`config.mk`:
```
export PLATFORM = sky130hd
export DESIGN_NAME = cmp_timer
export DESIGN_NICKNAME = d
export VERILOG_FILES = /design/src/design/cmp_timer.v
export VERILOG_INCLUDE_DIRS = /design/src /design/src/design
export SDC_FILE = /design/constraint.sdc
export NUM_CORES = 1
export LEC_CHECK = 0
export BUFFER_PORTS_ARGS = -buffer_cell sky130_fd_sc_hd__buf_2
export CAP_MARGIN = 20
export CELL_PAD_IN_SITES_DETAIL_PLACEMENT = 1
export CELL_PAD_IN_SITES_GLOBAL_PLACEMENT = 2
export CORE_MARGIN = 10
export CORE_UTILIZATION = 32
export DETAILED_ROUTE_END_ITERATION = 8
export GPL_TIMING_DRIVEN = 1
export PLACE_DENSITY_LB_ADDON = 0.1
export SYNTH_ARGS = -nofsm -noshare
export SYNTH_HDL_FRONTEND = slang
export SYNTH_SLANG_ARGS = --single-unit
```
`constraint.sdc`:
```
create_clock -name i_clk_sys -period 2.4 [get_ports i_clk_sys]
set_input_delay 0.36 -clock i_clk_sys [delete_from_list [all_inputs] [get_ports i_clk_sys]]
set_output_delay 0.36 -clock i_clk_sys [all_outputs]
set_load 0.02 [all_outputs]
```
`src/design/cmp_timer_regs.vh`:
```
// register map, field positions, reset values and divider counts
`ifndef CMP_TIMER_REGS_VH
`define CMP_TIMER_REGS_VH

// register indices (byte address is four times the index)
`define IDX_TIMER_CONTROL      16'hfed0
`define IDX_TIMER_FLAGS        16'hfed1
`define IDX_COMPARE_A          16'hfed2
`define IDX_COMPARE_B          16'hfed3
`define IDX_TIMER_COUNT        16'hfed4
// standby control register, index of our own
`define IDX_STANDBY_CTRL       16'hfed5

// reset values
`define RST_TIMER_CONTROL      8'h00
`define RST_TIMER_FLAGS        8'h10
`define RST_COMPARE            8'hff
`define RST_TIMER_COUNT        8'h00

// timer_control fields
`define TC_MATCH_B_IE          7
`define TC_MATCH_A_IE          6
`define TC_WRAP_IE             5
`define TC_CLR_HI              4
`define TC_CLR_LO              3
`define TC_CKS_HI              2
`define TC_CKS_LO              0

// timer_flags_and_output_select fields
`define TF_MATCH_B             7
`define TF_MATCH_A             6
`define TF_WRAP                5
`define TF_FIXED_ONE           4

// clock select codes
`define CKS_STOP0              3'h0
`define CKS_DIV8               3'h1
`define CKS_DIV64              3'h2
`define CKS_DIV1024            3'h3
`define CKS_STOP1              3'h4
`define CKS_EXT_RISE           3'h5
`define CKS_EXT_FALL           3'h6
`define CKS_EXT_BOTH           3'h7

// counter clear codes
`define CLR_NONE               2'h0
`define CLR_MATCH_A            2'h1
`define CLR_MATCH_B            2'h2
`define CLR_EXT                2'h3

// output select codes
`define OS_KEEP                2'h0
`define OS_LOW                 2'h1
`define OS_HIGH                2'h2
`define OS_TOGGLE              2'h3

// prescaler divide ratios
`define DIV_A                  8
`define DIV_B                  64
`define DIV_C                  1024

`endif

```
`src/design/cmp_timer.v`:
```
// eight bit compare timer with avalon-mm register slave
`timescale 1ns/1ps
`include "cmp_timer_regs.vh"

module cmp_timer (
   // clock and reset
   input  wire        i_clk_sys,
   input  wire        i_rst_n,
   // avalon-mm slave
   input  wire [15:0] i_avs_address,
   input  wire        i_avs_read,
   input  wire        i_avs_write,
   input  wire [31:0] i_avs_writedata,
   input  wire [3:0]  i_avs_byteenable,
   output reg  [31:0] o_avs_readdata,
   output reg         o_avs_waitrequest,
   output reg  [1:0]  o_avs_response,
   // standby entry and transfer controller service
   input  wire        i_standby,
   input  wire        i_transfer_ack_a,
   input  wire        i_transfer_ack_b,
   // external pins
   input  wire        i_external_count_in,
   input  wire        i_external_clear_in,
   output reg         o_timer_wave_out,
   output reg         o_timer_wave_oe_n,
   // interrupt requests
   output reg         o_match_a_irq,
   output reg         o_match_b_irq,
   output reg         o_wrap_irq
);

   // register state
   reg  [7:0]  timer_control_r;
   reg  [2:0]  flags_r;            // b, a, wrap
   reg  [2:0]  flags_seen_r;       // flag read while set
   reg  [3:0]  out_sel_r;
   reg  [7:0]  compare_constant_a_r;
   reg  [7:0]  compare_constant_b_r;
   reg  [7:0]  timer_count_r;

   // divider and pin edge history
   reg  [9:0]  prescale_r;
   reg         ext_count_d_r;
   reg         ext_clear_d_r;

   // wave level and bus answer phase
   reg         wave_r;
   reg         pend_r;             // bus access answered next cycle

   // decoded fields
   wire [2:0]  clock_select  = timer_control_r[`TC_CKS_HI:`TC_CKS_LO];
   wire [1:0]  counter_clear = timer_control_r[`TC_CLR_HI:`TC_CLR_LO];

   // the five registers sit on word addresses; the printed index is
   // folded into 14 bits and shifted up by two to form the byte address
   // byte lane of an index: address is index times four
   function [15:0] word_index;
      input [15:0] addr;
      begin
         word_index = {2'h0, addr[15:2]};
      end
   endfunction

   function hit;
      input [15:0] addr;
      input [15:0] idx;
      begin
         hit = (word_index(addr) == (idx & 16'h3fff)) && (addr[1:0] == 2'h0);
      end
   endfunction

   // bus decode, only in the cycle an access is taken
   // an access is taken once: the answer cycle that follows blocks a
   // second take of the same held request, so every access costs two
   // clocks and a write lands on its taking edge
   wire        take     = (i_avs_read | i_avs_write) & ~pend_r;
   wire        wr_lane  = i_avs_write & take & i_avs_byteenable[0];
   wire        rd_take  = i_avs_read & take;
   wire [7:0]  wdat     = i_avs_writedata[7:0];

   // per register write strobes, byte lane 0 only
   wire        wr_ctl   = wr_lane & hit(i_avs_address, `IDX_TIMER_CONTROL);
   wire        wr_flg   = wr_lane & hit(i_avs_address, `IDX_TIMER_FLAGS);
   wire        wr_cpa   = wr_lane & hit(i_avs_address, `IDX_COMPARE_A);
   wire        wr_cpb   = wr_lane & hit(i_avs_address, `IDX_COMPARE_B);
   wire        wr_cnt   = wr_lane & hit(i_avs_address, `IDX_TIMER_COUNT);

   // flag register read, arms the software clear
   wire        rd_flg   = rd_take & hit(i_avs_address, `IDX_TIMER_FLAGS);

   // address lands on one of the five registers
   wire        mapped   = hit(i_avs_address, `IDX_TIMER_CONTROL)
                        | hit(i_avs_address, `IDX_TIMER_FLAGS)
                        | hit(i_avs_address, `IDX_COMPARE_A)
                        | hit(i_avs_address, `IDX_COMPARE_B)
                        | hit(i_avs_address, `IDX_TIMER_COUNT);

   // prescaler taps
   // one free-running divider feeds all three taps, so a tap fires in
   // the single cycle its low bits are all ones; switching between taps
   // may give one short first period, which software must allow for
   wire        tick8    = (prescale_r[2:0] == 3'h7);
   wire        tick64   = (prescale_r[5:0] == 6'h3f);
   wire        tick1024 = (prescale_r == 10'h3ff);

   // external edges
   // the pin is compared with last cycle's sample; the history flop
   // resets low, the idle level of the pin, so no false edge follows
   // reset; levels must stand one clock or more to be seen
   wire        ext_rise = i_external_count_in & ~ext_count_d_r;
   wire        ext_fall = ~i_external_count_in & ext_count_d_r;

   // count pulse from the selected source
   // codes 000 and 100 fall to the default branch and stop the count
   // the external codes count pin edges, so pin pulses set the rate
   reg         count_pulse;
   always @* begin
      case (clock_select)
         `CKS_DIV8:     count_pulse = tick8;
         `CKS_DIV64:    count_pulse = tick64;
         `CKS_DIV1024:  count_pulse = tick1024;
         `CKS_EXT_RISE: count_pulse = ext_rise;
         `CKS_EXT_FALL: count_pulse = ext_fall;
         `CKS_EXT_BOTH: count_pulse = ext_rise | ext_fall;
         default:       count_pulse = 1'b0;
      endcase
   end


   // match event in last match cycle, just before the advance
   // a match is only an event when a count pulse arrives while the
   // count equals the constant, so a stopped counter sitting on the
   // constant sets nothing and toggles nothing
   wire        match_a  = count_pulse
                        & (timer_count_r == compare_constant_a_r);
   wire        match_b  = count_pulse
                        & (timer_count_r == compare_constant_b_r);

   wire        wrap     = count_pulse & (timer_count_r == 8'hff);

   wire        ext_clr  = (counter_clear == `CLR_EXT)
                        & i_external_clear_in & ~ext_clear_d_r;

   wire        cmp_clr  = ((counter_clear == `CLR_MATCH_A) & match_a)
                        | ((counter_clear == `CLR_MATCH_B) & match_b);

   // free running prescaler and edge history
   // the divider never stops, not even in standby: only the selected
   // tap matters, and standby holds the count at zero anyway
   always @(posedge i_clk_sys or negedge i_rst_n) begin
      if (!i_rst_n) begin
         prescale_r    <= 10'h000;
         ext_count_d_r <= 1'b0;
         ext_clear_d_r <= 1'b0;
      end else begin
         prescale_r    <= prescale_r + 10'h001;
         ext_count_d_r <= i_external_count_in;
         ext_clear_d_r <= i_external_clear_in;
      end
   end

   // counter
   // priority: standby, then a bus write, then a clear, then a count
   // pulse; a write in the cycle of a pulse drops that pulse, and a
   // clear in the cycle of a pulse leaves the count at zero
   always @(posedge i_clk_sys or negedge i_rst_n) begin
      if (!i_rst_n) begin
         timer_count_r <= `RST_TIMER_COUNT;
      end else if (i_standby) begin
         timer_count_r <= `RST_TIMER_COUNT;
      end else if (wr_cnt) begin
         timer_count_r <= wdat;
      end else if (ext_clr | cmp_clr) begin
         timer_count_r <= 8'h00;
      end else if (count_pulse) begin
         timer_count_r <= timer_count_r + 8'h01;
      end
   end

   // control and constant registers
   // a write to the flag register also loads the output selects;
   // its flag bits are handled in the flag logic below
   always @(posedge i_clk_sys or negedge i_rst_n) begin
      if (!i_rst_n) begin
         timer_control_r      <= `RST_TIMER_CONTROL;
         compare_constant_a_r <= `RST_COMPARE;
         compare_constant_b_r <= `RST_COMPARE;
         out_sel_r            <= 4'h0;
      end else if (i_standby) begin
         timer_control_r      <= `RST_TIMER_CONTROL;
         compare_constant_a_r <= `RST_COMPARE;
         compare_constant_b_r <= `RST_COMPARE;
         out_sel_r            <= 4'h0;
      end else begin
         // bus writes, byte lane 0 only
         if (wr_ctl)
            timer_control_r <= wdat;
         if (wr_cpa)
            compare_constant_a_r <= wdat;
         if (wr_cpb)
            compare_constant_b_r <= wdat;
         if (wr_flg)
            out_sel_r <= wdat[3:0];
      end
   end

   // flags: set wins over any clear except standby
   // a flag clears by software only when it was read while set and a
   // zero is then written to it; a set in the cycle of the clear wins
   // and leaves the read mark standing, so a later zero write clears it without a new read
   // bit 2 is match b, bit 1 match a, bit 0 wrap; only the two match
   // flags may be cleared by the transfer controller's service pulse
   wire [2:0]  set_ev  = {match_b, match_a, wrap};
   wire [2:0]  wr_bits = {wdat[`TF_MATCH_B], wdat[`TF_MATCH_A],
                          wdat[`TF_WRAP]};

   // one flag per event, same software clear rule for all three
   genvar g;
   generate
      for (g = 0; g < 3; g = g + 1) begin : flag_bit
         // service ack for compare flags only
         wire ack = (g == 2) ? i_transfer_ack_b :
                    (g == 1) ? i_transfer_ack_a : 1'b0;

         // zero write clears, one is ignored
         // clear only after read while set
         wire sw_clr = wr_flg & ~wr_bits[g] & flags_seen_r[g];
         always @(posedge i_clk_sys or negedge i_rst_n) begin
            if (!i_rst_n) begin
               flags_r[g]      <= 1'b0;
               flags_seen_r[g] <= 1'b0;
            end else if (i_standby) begin
               flags_r[g]      <= 1'b0;
               flags_seen_r[g] <= 1'b0;
            end else if (set_ev[g]) begin
               flags_r[g]      <= 1'b1;
            end else if (sw_clr | (ack & flags_r[g])) begin
               flags_r[g]      <= 1'b0;
               flags_seen_r[g] <= 1'b0;
            end else if (rd_flg & flags_r[g]) begin
               flags_seen_r[g] <= 1'b1;
            end
         end
      end
   endgenerate

   // wave output
   // the level changes only on a compare event; match b wins when both
   // events fall in one cycle; standby returns the level to zero
   always @(posedge i_clk_sys or negedge i_rst_n) begin
      if (!i_rst_n) begin
         wave_r <= 1'b0;
      end else if (i_standby) begin
         wave_r <= 1'b0;
      end else if (match_b) begin
         // match B takes priority when both fire
         case (out_sel_r[3:2])
            `OS_LOW:    wave_r <= 1'b0;
            `OS_HIGH:   wave_r <= 1'b1;
            `OS_TOGGLE: wave_r <= ~wave_r;
            default:    wave_r <= wave_r;
         endcase
      end else if (match_a) begin
         case (out_sel_r[1:0])
            `OS_LOW:    wave_r <= 1'b0;
            `OS_HIGH:   wave_r <= 1'b1;
            `OS_TOGGLE: wave_r <= ~wave_r;
            default:    wave_r <= wave_r;
         endcase
      end
   end

   // registered pins and requests
   // every pin and request is one flop after the state it shows, so
   // requests follow their flags and enables one clock late
   always @(posedge i_clk_sys or negedge i_rst_n) begin
      if (!i_rst_n) begin
         o_timer_wave_out  <= 1'b0;
         o_timer_wave_oe_n <= 1'b1;
         o_match_a_irq     <= 1'b0;
         o_match_b_irq     <= 1'b0;
         o_wrap_irq        <= 1'b0;
      end else begin
         // low until first event, released when selects all zero
         o_timer_wave_out  <= wave_r;
         o_timer_wave_oe_n <= (out_sel_r == 4'h0);

         o_match_b_irq <= flags_r[2] & timer_control_r[`TC_MATCH_B_IE];
         o_match_a_irq <= flags_r[1] & timer_control_r[`TC_MATCH_A_IE];
         o_wrap_irq    <= flags_r[0] & timer_control_r[`TC_WRAP_IE];
      end
   end

   // read mux
   // unmapped addresses read as zero; bit 4 of the flag register
   // is fixed high; read data are taken on the taking edge, so a count
   // read shows the value before that edge's own update
   reg  [7:0]  rd_byte;
   always @* begin
      rd_byte = 8'h00;
      if (hit(i_avs_address, `IDX_TIMER_CONTROL))
         rd_byte = timer_control_r;
      else if (hit(i_avs_address, `IDX_TIMER_FLAGS))
         rd_byte = {flags_r, 1'b1, out_sel_r};
      else if (hit(i_avs_address, `IDX_COMPARE_A))
         rd_byte = compare_constant_a_r;
      else if (hit(i_avs_address, `IDX_COMPARE_B))
         rd_byte = compare_constant_b_r;
      else if (hit(i_avs_address, `IDX_TIMER_COUNT))
         rd_byte = timer_count_r;
   end

   // bus answer: one wait cycle, then waitrequest low one cycle
   // waitrequest rests high; readdata and response are loaded on the
   // taking edge and stand through the answer cycle; an unmapped
   // address gets the slave error code and reads as zero
   always @(posedge i_clk_sys or negedge i_rst_n) begin
      if (!i_rst_n) begin
         pend_r            <= 1'b0;
         o_avs_waitrequest <= 1'b1;
         o_avs_readdata    <= 32'h0000_0000;
         o_avs_response    <= 2'h0;
      end else if (take) begin
         // taken: answer in the next cycle
         pend_r            <= 1'b1;
         o_avs_waitrequest <= 1'b0;
         o_avs_readdata    <= {24'h000000, rd_byte};
         o_avs_response    <= mapped ? 2'h0 : 2'h2;
      end else begin
         // idle or answer cycle: wait again
         pend_r            <= 1'b0;
         o_avs_waitrequest <= 1'b1;
      end
   end

endmodule

```
==> flow_metrics.py, run 1 <==
metrics = {
    "run_status": {
        "status": "completed",
    },
    "detailed_routing": {
        "met1Wirelength_mm": 5.87,
        "dr_wl_met2_mm": 6.31,
        "dr_wl_met3_um": 470,
        "dr.max_layer_used": "met4",
        "detail_route.wl_per_cell_um": 18.8,
        "drt-initial-drc-count": 157,
        "vias": 3387,
        "first_pass_iters": 4,
        "route.detailed.drc": 0,
        "viasPerCell": 4.97,
        "wirelength_mm": 12.8,
        "drtAntennaViolNets": 0,
    },
    "placement": {
        "post-dp-hpwl_mm": 9.74,
        "dpl-instance-area_sq_um": 4650,
        "dpl_worst_slack_ps": -37.1,
        "gp_congestion": 0.813,
        "placed_cells": 666,
        "port-buffer-count": 48,
    },
    "cts": {
        "insertion_delay_ps": 340,
        "cts_tree": "yes",
        "cts-htree-levels": 3,
        "clkSinkCount": 71,
        "cts_setup_buffers": 0,
        "cts_buffer_depth": 2,
        "numCtsBuffers": 9,
        "clk_pin_slew_ps": 60,
        "cts_root_buffer": "clkbuf_16",
    },
    "synthesis": {
        "syn_inst": 442,
        "synth_area_sq_um": 4160,
        "yosysTopAreaCell": "dfrtp_1",
        "synth_top_area_share_pct": 31.9,
        "async_reset_ff_share_pct": 100,
        "synth.avg_cell_area_sq_um": 9.41,
        "synth_area_leaders": "dfrtp_1, dfstp_2, buf_4, xor2_1, nor2_1",
        "seq_area_frac_synth_pct": 43.3,
        "synth-main-ff-cell": "dfrtp_1",
        "synth_edf_count": 0,
        "synth_common_cells": "dfrtp_1, nor2_1, nand2_1",
        "yosysMostFrequentCell": "dfrtp_1",
        "yosys_warnings": 0,
        "synth_cell_type_count": 57,
        "ys_ff_latch": 71,
    },
    "final_layout": {
        "final_core_util_pct": 39.0,
        "antenna_cells": 0,
        "final_cell_area_sq_um": 4940,
        "multiInputGateArea_sq_um": 2090,
        "fillers": 1527,
        "drive_above_1_share_pct": 23.3,
        "nets": 577,
        "syn_to_final_growth_pct": 18.8,
        "fin_cells": 682,
        "regArea_sq_um": 1800,
    },
    "critical_path": {
        "worstPathMaxFanout": 15,
        "critical_path.cell_chain": "ha_1 > buf_4 > o2111a_1 > o32ai_4 > buf_6 > nor2_1 > or3_1 > a211oi_1",
        "crit_type": "reg2reg",
        "cp-start-kind": "register",
        "end_kind": "register",
        "max_stage_delay_ps": 410,
        "slowest_stage": "dfrtp_1",
        "arrival_ps": 2490,
        "required_ps": 2640,
    },
    "timing": {
        "maxSlewHeadroom_pct": 38.5,
        "min_period_over_period_pct": 93.8,
        "min_period_ps": 2250,
        "setup_viol": 0,
        "hold_viol_final": 0,
        "skew_ps": 7.80,
        "setup-tns-final_ps": 0,
        "fmax_ghz": 0.444,
        "maxSlewViolCount": 0,
        "whs_ps": 156,
        "tightestPinTransition_ps": 923,
        "rsz0062_at_grt": "false",
        "setup_slack_ps": 149,
    },
    "pwr": {
        "p_leak_nw": 2.11,
        "total_power_mw": 2.69,
        "power_density_nw_per_um2": 544,
        "ir_drop_mv": 0.299,
    },
    "global_routing": {
        "antenna_found_initial": 0,
        "overflow": 0,
        "first_global_vias": 3655,
        "grt_max_degree": 72,
        "grt_pass1_wl_mm": 20.6,
        "grt_use_total_pct": 14.6,
    },
    "worst_hold_path": {
        "hold_path_class": "in2reg",
    },
    "floorplanning": {
        "io_pins": 101,
        "rows": 41,
        "die_width_um": 134,
        "die_area_sq_um": 18000,
        "core-area_sq_um": 12700,
        "die_h_um": 134,
        "start_util_pct": 32.8,
    },
    "job": {
        "cap_viol_max_count": 0,
    },
}
## repair_timing
item,CTS,global route
setup endpoints to repair,0,2
hold endpoints to repair,0,0
resized for setup,0,2
hold buffers,0,0
## area by class of cell
type	count	share of cell area, %
sequential	71	36.4
clock buffer	13	5.27
timing repair buffer	77	9.65
tap	172	4.36
clock inverter	3	0.355
multi-input combinational	324	42.3
inverter	22	1.67
## power by group
part | internal (mW) | switching [mW]
Combinational | 0.0527 | 0.152
Clock | 0.753 | 0.510
Sequential | 1.21 | 0.00549
Total | 2.02 | 0.668
## layer usage
| layer | up-vias | GRT usage, % |
|---|---|---|
| met5 | - | 0 |
| met4 | 0 | 4.90 |
| met3 | 11 | 2.95 |
| met2 | 49 | 24.5 |
| met1 | 1703 | 18.2 |
| li1 | 1624 | - |
## state kept, by name, summed over array words and instances (netlist names), 3 cells and up
signal,flops
compare_constant_a_r,8
compare_constant_b_r,8
flags_r,3
flags_seen_r,3
o_avs_readdata,8
out_sel_r,4
prescale_r,10
timer_control_r,8
timer_count_r,8
## layout by cell type (no fill, tap or decap), drive strengths merged, types with 6 or more instances in the layout
master,n
a211o,15
a21oi,23
a22oi,6
and2,9
buf,77
clkbuf,13
conb,25
dfrtp,53
dfstp,18
ha,11
inv,22
mux2i,13
nand2,30
nand3,11
nand4b,6
nor2,38
nor2b,12
nor3,10
nor4,6
o21ai,22
or3,6
xnor2,6
xor2,18
## worst max-delay path, delay by kind of cell, from the launching register on
kind,cells,cell delay (ps)
adder cells (fa/ha/maj),1,220
AO/OA/AOI/OAI,3,740
flip-flops,1,410
AND/OR/NAND/NOR,2,390
buffers and inverters,2,380
## final timing paths
kind,from,end,slack [ps],cells after the start
worst max-delay path,prescale_r[1]$_DFF_PN0_,timer_count_r[5]$_DFFE_PN0P_,150,8
worst min-delay path,i_external_clear_in,ext_clear_d_r$_DFF_PN0_,160,1
worst max register to register,prescale_r[1]$_DFF_PN0_,timer_count_r[5]$_DFFE_PN0P_,150,8
worst min register to register,wave_r$_DFFE_PN0P_,o_timer_wave_out$_DFF_PN0_,460,0
max in group asynchronous,i_rst_n,timer_count_r[4]$_DFFE_PN0P_,1640,1
min in group asynchronous,i_rst_n,prescale_r[7]$_DFF_PN0_,170,1
## cell families (layout without fill, tap and decap cells)
logic type,Yosys count,after routing,synth area share [%]
simple gates,147,147,18.9
compound gates,102,102,16.8
flops,71,71,43.3
buf+inv,71,115,8.96
xor+xnor,24,24,5.05
mux,15,15,3.67
fa+ha+maj,11,11,3.31
other cells,1,25,0.0902
Note: power is estimated with default switching activity, not from simulation.
==> run 2, diff against run 1 <==
--- a/config.mk
+++ b/config.mk
@@ -11,7 +11,7 @@
 export CELL_PAD_IN_SITES_DETAIL_PLACEMENT = 1
 export CELL_PAD_IN_SITES_GLOBAL_PLACEMENT = 2
 export CORE_MARGIN = 10
-export CORE_UTILIZATION = 32
+export CORE_UTILIZATION = 29
 export DETAILED_ROUTE_END_ITERATION = 8
 export GPL_TIMING_DRIVEN = 1
 export PLACE_DENSITY_LB_ADDON = 0.1
==> constraint.sdc (replaced) <==
create_clock -name i_clk_sys -period 2.05 [get_ports i_clk_sys]
set_input_delay 0.3075 -clock i_clk_sys [delete_from_list [all_inputs] [get_ports i_clk_sys]]
set_output_delay 0.3075 -clock i_clk_sys [all_outputs]
set_load 0.02 [all_outputs]
==> run 2 against run 1 <==
- first-iteration DRC count increased by 31%
- the run now ends with negative setup slack left
- critical path depth increased by 1
- critical endpoint is now flags_seen_r[1]$_DFFE_PN0P_
- wire length increased by 13%
- sequential share of layout area decreased by 5.3 points
- setup slack got worse by 200 ps
- highest routed layer unchanged
- die area increased by 8.8%
- largest cell class unchanged
==> flow_metrics.py, run 2 (synthesized netlist as in run 1, its figures left out) <==
metrics = {
    "detailed_routing": {
        "drt-initial-drc-count": 206,
        "met1Wirelength_mm": 6.46,
        "dr.max_layer_used": "met4",
        "route.detailed.drc": 0,
        "first_pass_iters": 4,
        "drtAntennaViolNets": 0,
        "dr_wl_met2_mm": 7.16,
        "detail_route.wl_per_cell_um": 19.1,
        "viasPerCell": 4.84,
        "vias": 3651,
        "dr_wl_met3_um": 655,
        "wirelength_mm": 14.4,
    },
    "cts": {
        "cts_root_buffer": "clkbuf_16",
        "insertion_delay_ps": 350,
        "numCtsBuffers": 9,
        "clkSinkCount": 71,
        "cts_tree": "yes",
        "clk_pin_slew_ps": 60,
        "cts_buffer_depth": 2,
        "cts-htree-levels": 3,
    },
    "global_routing": {
        "overflow": 0,
        "first_global_vias": 4021,
        "antenna_found_initial": 0,
        "grt_pass1_wl_mm": 23.0,
        "grt_use_total_pct": 14.9,
        "grt_max_degree": 32,
    },
    "timing": {
        "setup-tns-final_ps": -188,
        "min_period_over_period_pct": 102,
        "rsz0062_at_grt": "true",
        "maxSlewViolCount": 0,
        "hold_viol_final": 0,
        "min_period_ps": 2100,
        "fmax_ghz": 0.476,
        "setup_viol": 7,
        "setup_slack_ps": -51.2,
        "skew_ps": 7.47,
        "whs_ps": 108,
    },
    "placement": {
        "placed_cells": 724,
        "post-dp-hpwl_mm": 11.0,
        "gp_congestion": 0.762,
        "port-buffer-count": 48,
        "dpl_worst_slack_ps": -405,
    },
    "critical_path": {
        "r2r.worst_path.cells": 9,
        "cp-start-kind": "register",
        "rrSetupSlack_ps": -50,
        "end_kind": "register",
        "reg2reg_to": "flags_seen_r[1]$_DFFE_PN0P_",
        "required_ps": 2280,
        "crit_type": "reg2reg",
        "arrival_ps": 2340,
        "reg2reg_from": "ext_count_d_r$_DFF_PN0_",
        "worstPathMaxFanout": 4,
    },
    "run_status": {
        "violations": "negative setup slack",
        "status": "complete, but fails checks",
    },
    "final_layout": {
        "largest_reg_flops": 10,
        "nets": 641,
        "syn_to_final_growth_pct": 39.0,
        "drive_above_1_share_pct": 38.0,
        "layout_common_cells": "buf_4, dfrtp_1, buf_2",
        "fin_cells": 754,
        "multiInputGateArea_sq_um": 2310,
        "regArea_sq_um": 1800,
        "top_register": "prescale_r",
        "fillers": 1618,
        "final_common_cell": "buf_4",
        "antenna_cells": 0,
    },
    "pwr": {
        "p_leak_nw": 2.53,
        "total_power_mw": 3.42,
        "power_density_nw_per_um2": 592,
        "ir_drop_mv": 0.393,
    },
    "floorplanning": {
        "io_pins": 101,
        "die_h_um": 140,
        "core-area_sq_um": 14000,
        "die_width_um": 140,
        "rows": 43,
        "start_util_pct": 29.7,
        "die_area_sq_um": 19500,
    },
    "worst_hold_path": {
        "whs_path_depth": 1,
        "min-delay-start": "i_external_clear_in",
        "hold_path_class": "in2reg",
        "holdPathEnd": "ext_clear_d_r$_DFF_PN0_",
    },
    "job": {
        "cap_viol_max_count": 0,
    },
}
run 2: changes by cell type in the layout (fill, tap and decap cells not counted), moves of 4 or more:
cell     change
or3_4        +5
buf_6        +4
or3_1        -5
buf_12       +4
nor4_1       -4
o21ai_0      -5
buf_4       +54
run 2: area by class of cell:
class | instances | area share, %
clock inverter | 7 | 1.64
inverter | 22 | 1.43
timing repair buffer | 141 | 18.0
clock buffer | 9 | 3.90
tap | 180 | 3.90
sequential | 71 | 31.1
multi-input combinational | 324 | 40.0
run 2: worst max path at each step:
| stage | startpoint | to | slack [ps] | cells after the start |
|---|---|---|---|---|
| 6_report | ext_count_d_r$_DFF_PN0_ | flags_seen_r[1]$_DFFE_PN0P_ | -50 | 9 |
| 5_1_grt | ext_count_d_r$_DFF_PN0_ | flags_seen_r[1]$_DFFE_PN0P_ | -140 | 9 |
| 4_1_cts | prescale_r[0]$_DFF_PN0_ | timer_count_r[6]$_DFFE_PN0P_ | -80 | 10 |
| 3_5_place_dp | i_avs_address[10] | o_avs_readdata[4]$_DFFE_PN0P_ | -400 | 7 |
| 3_3_place_gp | i_avs_address[10] | o_avs_readdata[4]$_DFFE_PN0P_ | -320 | 7 |
| 2_1_floorplan | i_avs_address[10] | compare_constant_a_r[4]$_DFFE_PN1P_ | -150 | 7 |
run 2: critical path, stage by stage, from the launching register on:
cell and delay [ps]:
dfrtp_1 390, ha_1 280, nand2b_4 150, a21oi_4 130, o32ai_2 90, buf_4 180
clkbuf_16 150, or3_4 400, a31oi_1 170, a21oi_1 60
run 2: metal layers:
layer	up-vias	global-route usage [%]
met5	-	0
met4	0	3.75
met3	13	3.91
met2	69	24.6
met1	1820	18.7
li1	1749	-
run 2: power by group:
group,switching (mW),internal [mW],leakage [nW]
Combinational,0.194,0.0771,1.48
Clock,0.658,1.07,0.156
Sequential,0.00650,1.42,0.901
run 2: timing repair:
action | in CTS | in global routing
resized for setup | 30 | 24
buffers inserted | 8 | 6
hold buffers | 1 | 0
cloned | 0 | 1
endpoints found under the setup margin | 14 | 32
pin swaps | 14 | 12
endpoints found under the hold margin | 26 | 0
run 2: stage by stage:
stage	area (sq um)	util (%)
final	5780	41.3
after global routing	5780	41.3
after CTS	5610	40.1
after detailed placement	5080	36.3
after global placement	5080	36.3
after floorplan	4280	-
==> run 3, diff against run 2 <==
--- a/config.mk
+++ b/config.mk
@@ -6,7 +6,7 @@
 export SDC_FILE = /design/constraint.sdc
 export NUM_CORES = 1
 export LEC_CHECK = 0
-export BUFFER_PORTS_ARGS = -buffer_cell sky130_fd_sc_hd__buf_2
+export BUFFER_PORTS_ARGS = -buffer_cell sky130_fd_sc_hd__clkbuf_2
 export CAP_MARGIN = 20
 export CELL_PAD_IN_SITES_DETAIL_PLACEMENT = 1
 export CELL_PAD_IN_SITES_GLOBAL_PLACEMENT = 2
==> run 3 against run 2 <==
- the flow still finishes with violations (negative setup slack)
- cell area down 3.7%
- maximum frequency down 0.30%
- global-route usage about the same
- via count down 0.93%
- critical path depth unchanged
- flip-flop and latch count unchanged
- count of clock-buffer cells in the layout up 2
- sequential power about the same
==> flow_metrics.py, run 3 (synthesized netlist as in run 1, its figures left out) <==
metrics = {
    "run_status": {
        "status": "complete, but fails checks",
        "violations": "negative setup slack",
    },
    "floorplanning": {
        "rows": 43,
        "die_width_um": 140,
        "die_h_um": 140,
        "core-area_sq_um": 14000,
        "io_pins": 101,
        "die_area_sq_um": 19500,
        "start_util_pct": 29.7,
    },
    "final_layout": {
        "fillers": 1613,
        "antenna_cells": 0,
        "nets": 630,
        "final_common_cell": "buf_4",
        "syn_to_final_growth_pct": 33.9,
        "drive_above_1_share_pct": 36.1,
        "regArea_sq_um": 1800,
        "multiInputGateArea_sq_um": 2270,
        "top_register": "prescale_r",
        "final_cell_area_sq_um": 5570,
        "layout_common_cells": "buf_4, dfrtp_1, clkbuf_2",
        "largest_reg_flops": 10,
    },
    "critical_path": {
        "worstPathMaxFanout": 6,
        "arrival_ps": 2370,
        "required_ps": 2310,
        "max_stage_delay_ps": 410,
        "cp.buffers_inverters": 1,
        "slowest_stage": "dfrtp_1",
        "cp-start-kind": "register",
        "cpMostUsedCell": "ha_4",
        "cp_top_family": "compound AO/OA/AOI/OAI gates",
        "critical_path.cell_chain": "ha_4 > ha_4 > nand2_4 > nor2_4 > o32ai_4 > buf_6 > nor2_2 > or3_4 > a211oi_2",
        "end_kind": "register",
        "crit_type": "reg2reg",
    },
    "timing": {
        "whs_ps": 105,
        "fmax_ghz": 0.474,
        "hold_viol_final": 0,
        "setup_viol": 4,
        "setup_slack_ps": -57.6,
        "setup-tns-final_ps": -163,
        "maxSlewViolCount": 0,
        "rsz0062_at_grt": "true",
        "min_period_ps": 2110,
        "min_period_over_period_pct": 103,
        "skew_ps": 5.09,
    },
    "cts": {
        "numCtsBuffers": 9,
        "cts_tree": "yes",
        "cts_buffer_depth": 2,
        "clkSinkCount": 71,
        "insertion_delay_ps": 340,
        "cts-htree-levels": 3,
        "cts_root_buffer": "clkbuf_16",
        "clk_pin_slew_ps": 60,
    },
    "detailed_routing": {
        "drtAntennaViolNets": 0,
        "vias": 3617,
        "route.detailed.drc": 0,
        "detail_route.wl_per_cell_um": 19.1,
        "wirelength_mm": 14.2,
        "viasPerCell": 4.87,
        "drt-initial-drc-count": 209,
        "first_pass_iters": 4,
    },
    "placement": {
        "post-dp-hpwl_mm": 10.9,
        "port-buffer-count": 48,
        "dpl_worst_slack_ps": -272,
        "gp_congestion": 0.787,
        "dpl-instance-area_sq_um": 5040,
    },
    "pwr": {
        "intPower_mw": 2.34,
        "power_frac_seq_pct": 44.7,
        "switching_share_pct": 26.5,
        "ir_drop_mv": 0.302,
        "netSwitchingPower_uw": 845,
        "p_comb_share_pct": 8.3,
        "p_leak_nw": 2.43,
        "pwr-share-clk_pct": 47.0,
        "power_density_nw_per_um2": 572,
    },
    "global_routing": {
        "grt_use_total_pct": 14.9,
        "overflow": 0,
        "antenna_found_initial": 0,
        "grt_max_degree": 41,
        "grt_pass1_wl_mm": 23.1,
        "first_global_vias": 4065,
    },
    "worst_hold_path": {
        "hold_path_class": "in2reg",
    },
    "job": {
        "cap_viol_max_count": 0,
    },
}
run 3: changes by cell type in the layout (fill, tap and decap cells not counted), sizes merged:
cell	delta
clkbuf	+48
clkinv	+1
bufinv	-2
inv	-2
clkinvlp	+1
buf	-57
run 3: final cells by class:
cell class                      instances  share of cell area, %
Sequential cell                        71                   32.3
Timing Repair Buffer                  130                   16.3
Clock buffer                           11                   4.36
Tap cell                              180                   4.04
Multi-Input combinational cell        324                   40.9
Inverter                               22                   1.48
Clock inverter                          5                  0.607
run 3: stage by stage:
step | util (%) | std cells | total power, mW
6_report | 39.8 | 743 | 3.19
5_1_grt | 39.8 | 743 | 3.32
4_1_cts | 39.3 | 742 | 3.25
3_5_place_dp | 36.0 | 720 | 1.71
3_3_place_gp | 36.0 | 720 | 1.71
2_1_floorplan | - | 466 | 1.61
run 3: worst paths after layout:
kind / startpoint / to / slack (ps) / depth (start not counted)
max: prescale_r[0]$_DFF_PN0_ / timer_count_r[6]$_DFFE_PN0P_ / -60 / 9
min: i_external_clear_in / ext_clear_d_r$_DFF_PN0_ / 110 / 1
max reg2reg: prescale_r[0]$_DFF_PN0_ / timer_count_r[6]$_DFFE_PN0P_ / -60 / 9
min reg2reg: wave_r$_DFFE_PN0P_ / o_timer_wave_out$_DFF_PN0_ / 460 / 0
max in group asynchronous: i_rst_n / compare_constant_a_r[5]$_DFFE_PN1P_ / 940 / 3
min in group asynchronous: i_rst_n / prescale_r[7]$_DFF_PN0_ / 450 / 2
run 3: power groups by stage:
| stage | Sequential, mW | Clock [mW] | Combinational [mW] |
|---|---|---|---|
| floorplan | 1.46 | 0 | 0.153 |
| global placement | 1.45 | 0 | 0.259 |
| detailed placement | 1.45 | 0 | 0.262 |
| CTS | 1.43 | 1.56 | 0.265 |
| global route | 1.43 | 1.60 | 0.290 |
| finish | 1.43 | 1.50 | 0.264 |
run 3: timing repair:
action,in CTS,in global routing
setup endpoints to repair,14,18
gates resized for setup,28,22
hold endpoints to repair,29,0
pin swaps,12,9
setup buffers,5,1
hold buffers,1,0
gates cloned,1,0
run 3: metal layers:
metal / vias to the layer above / track usage [%] / wire [um]
met4: 0 / 5.43 / 229
met5: - / 0 / 0
met1: 1815 / 18.9 / 6680
li1: 1734 / - / -
met2: 54 / 24.3 / 6850
met3: 14 / 2.89 / 436
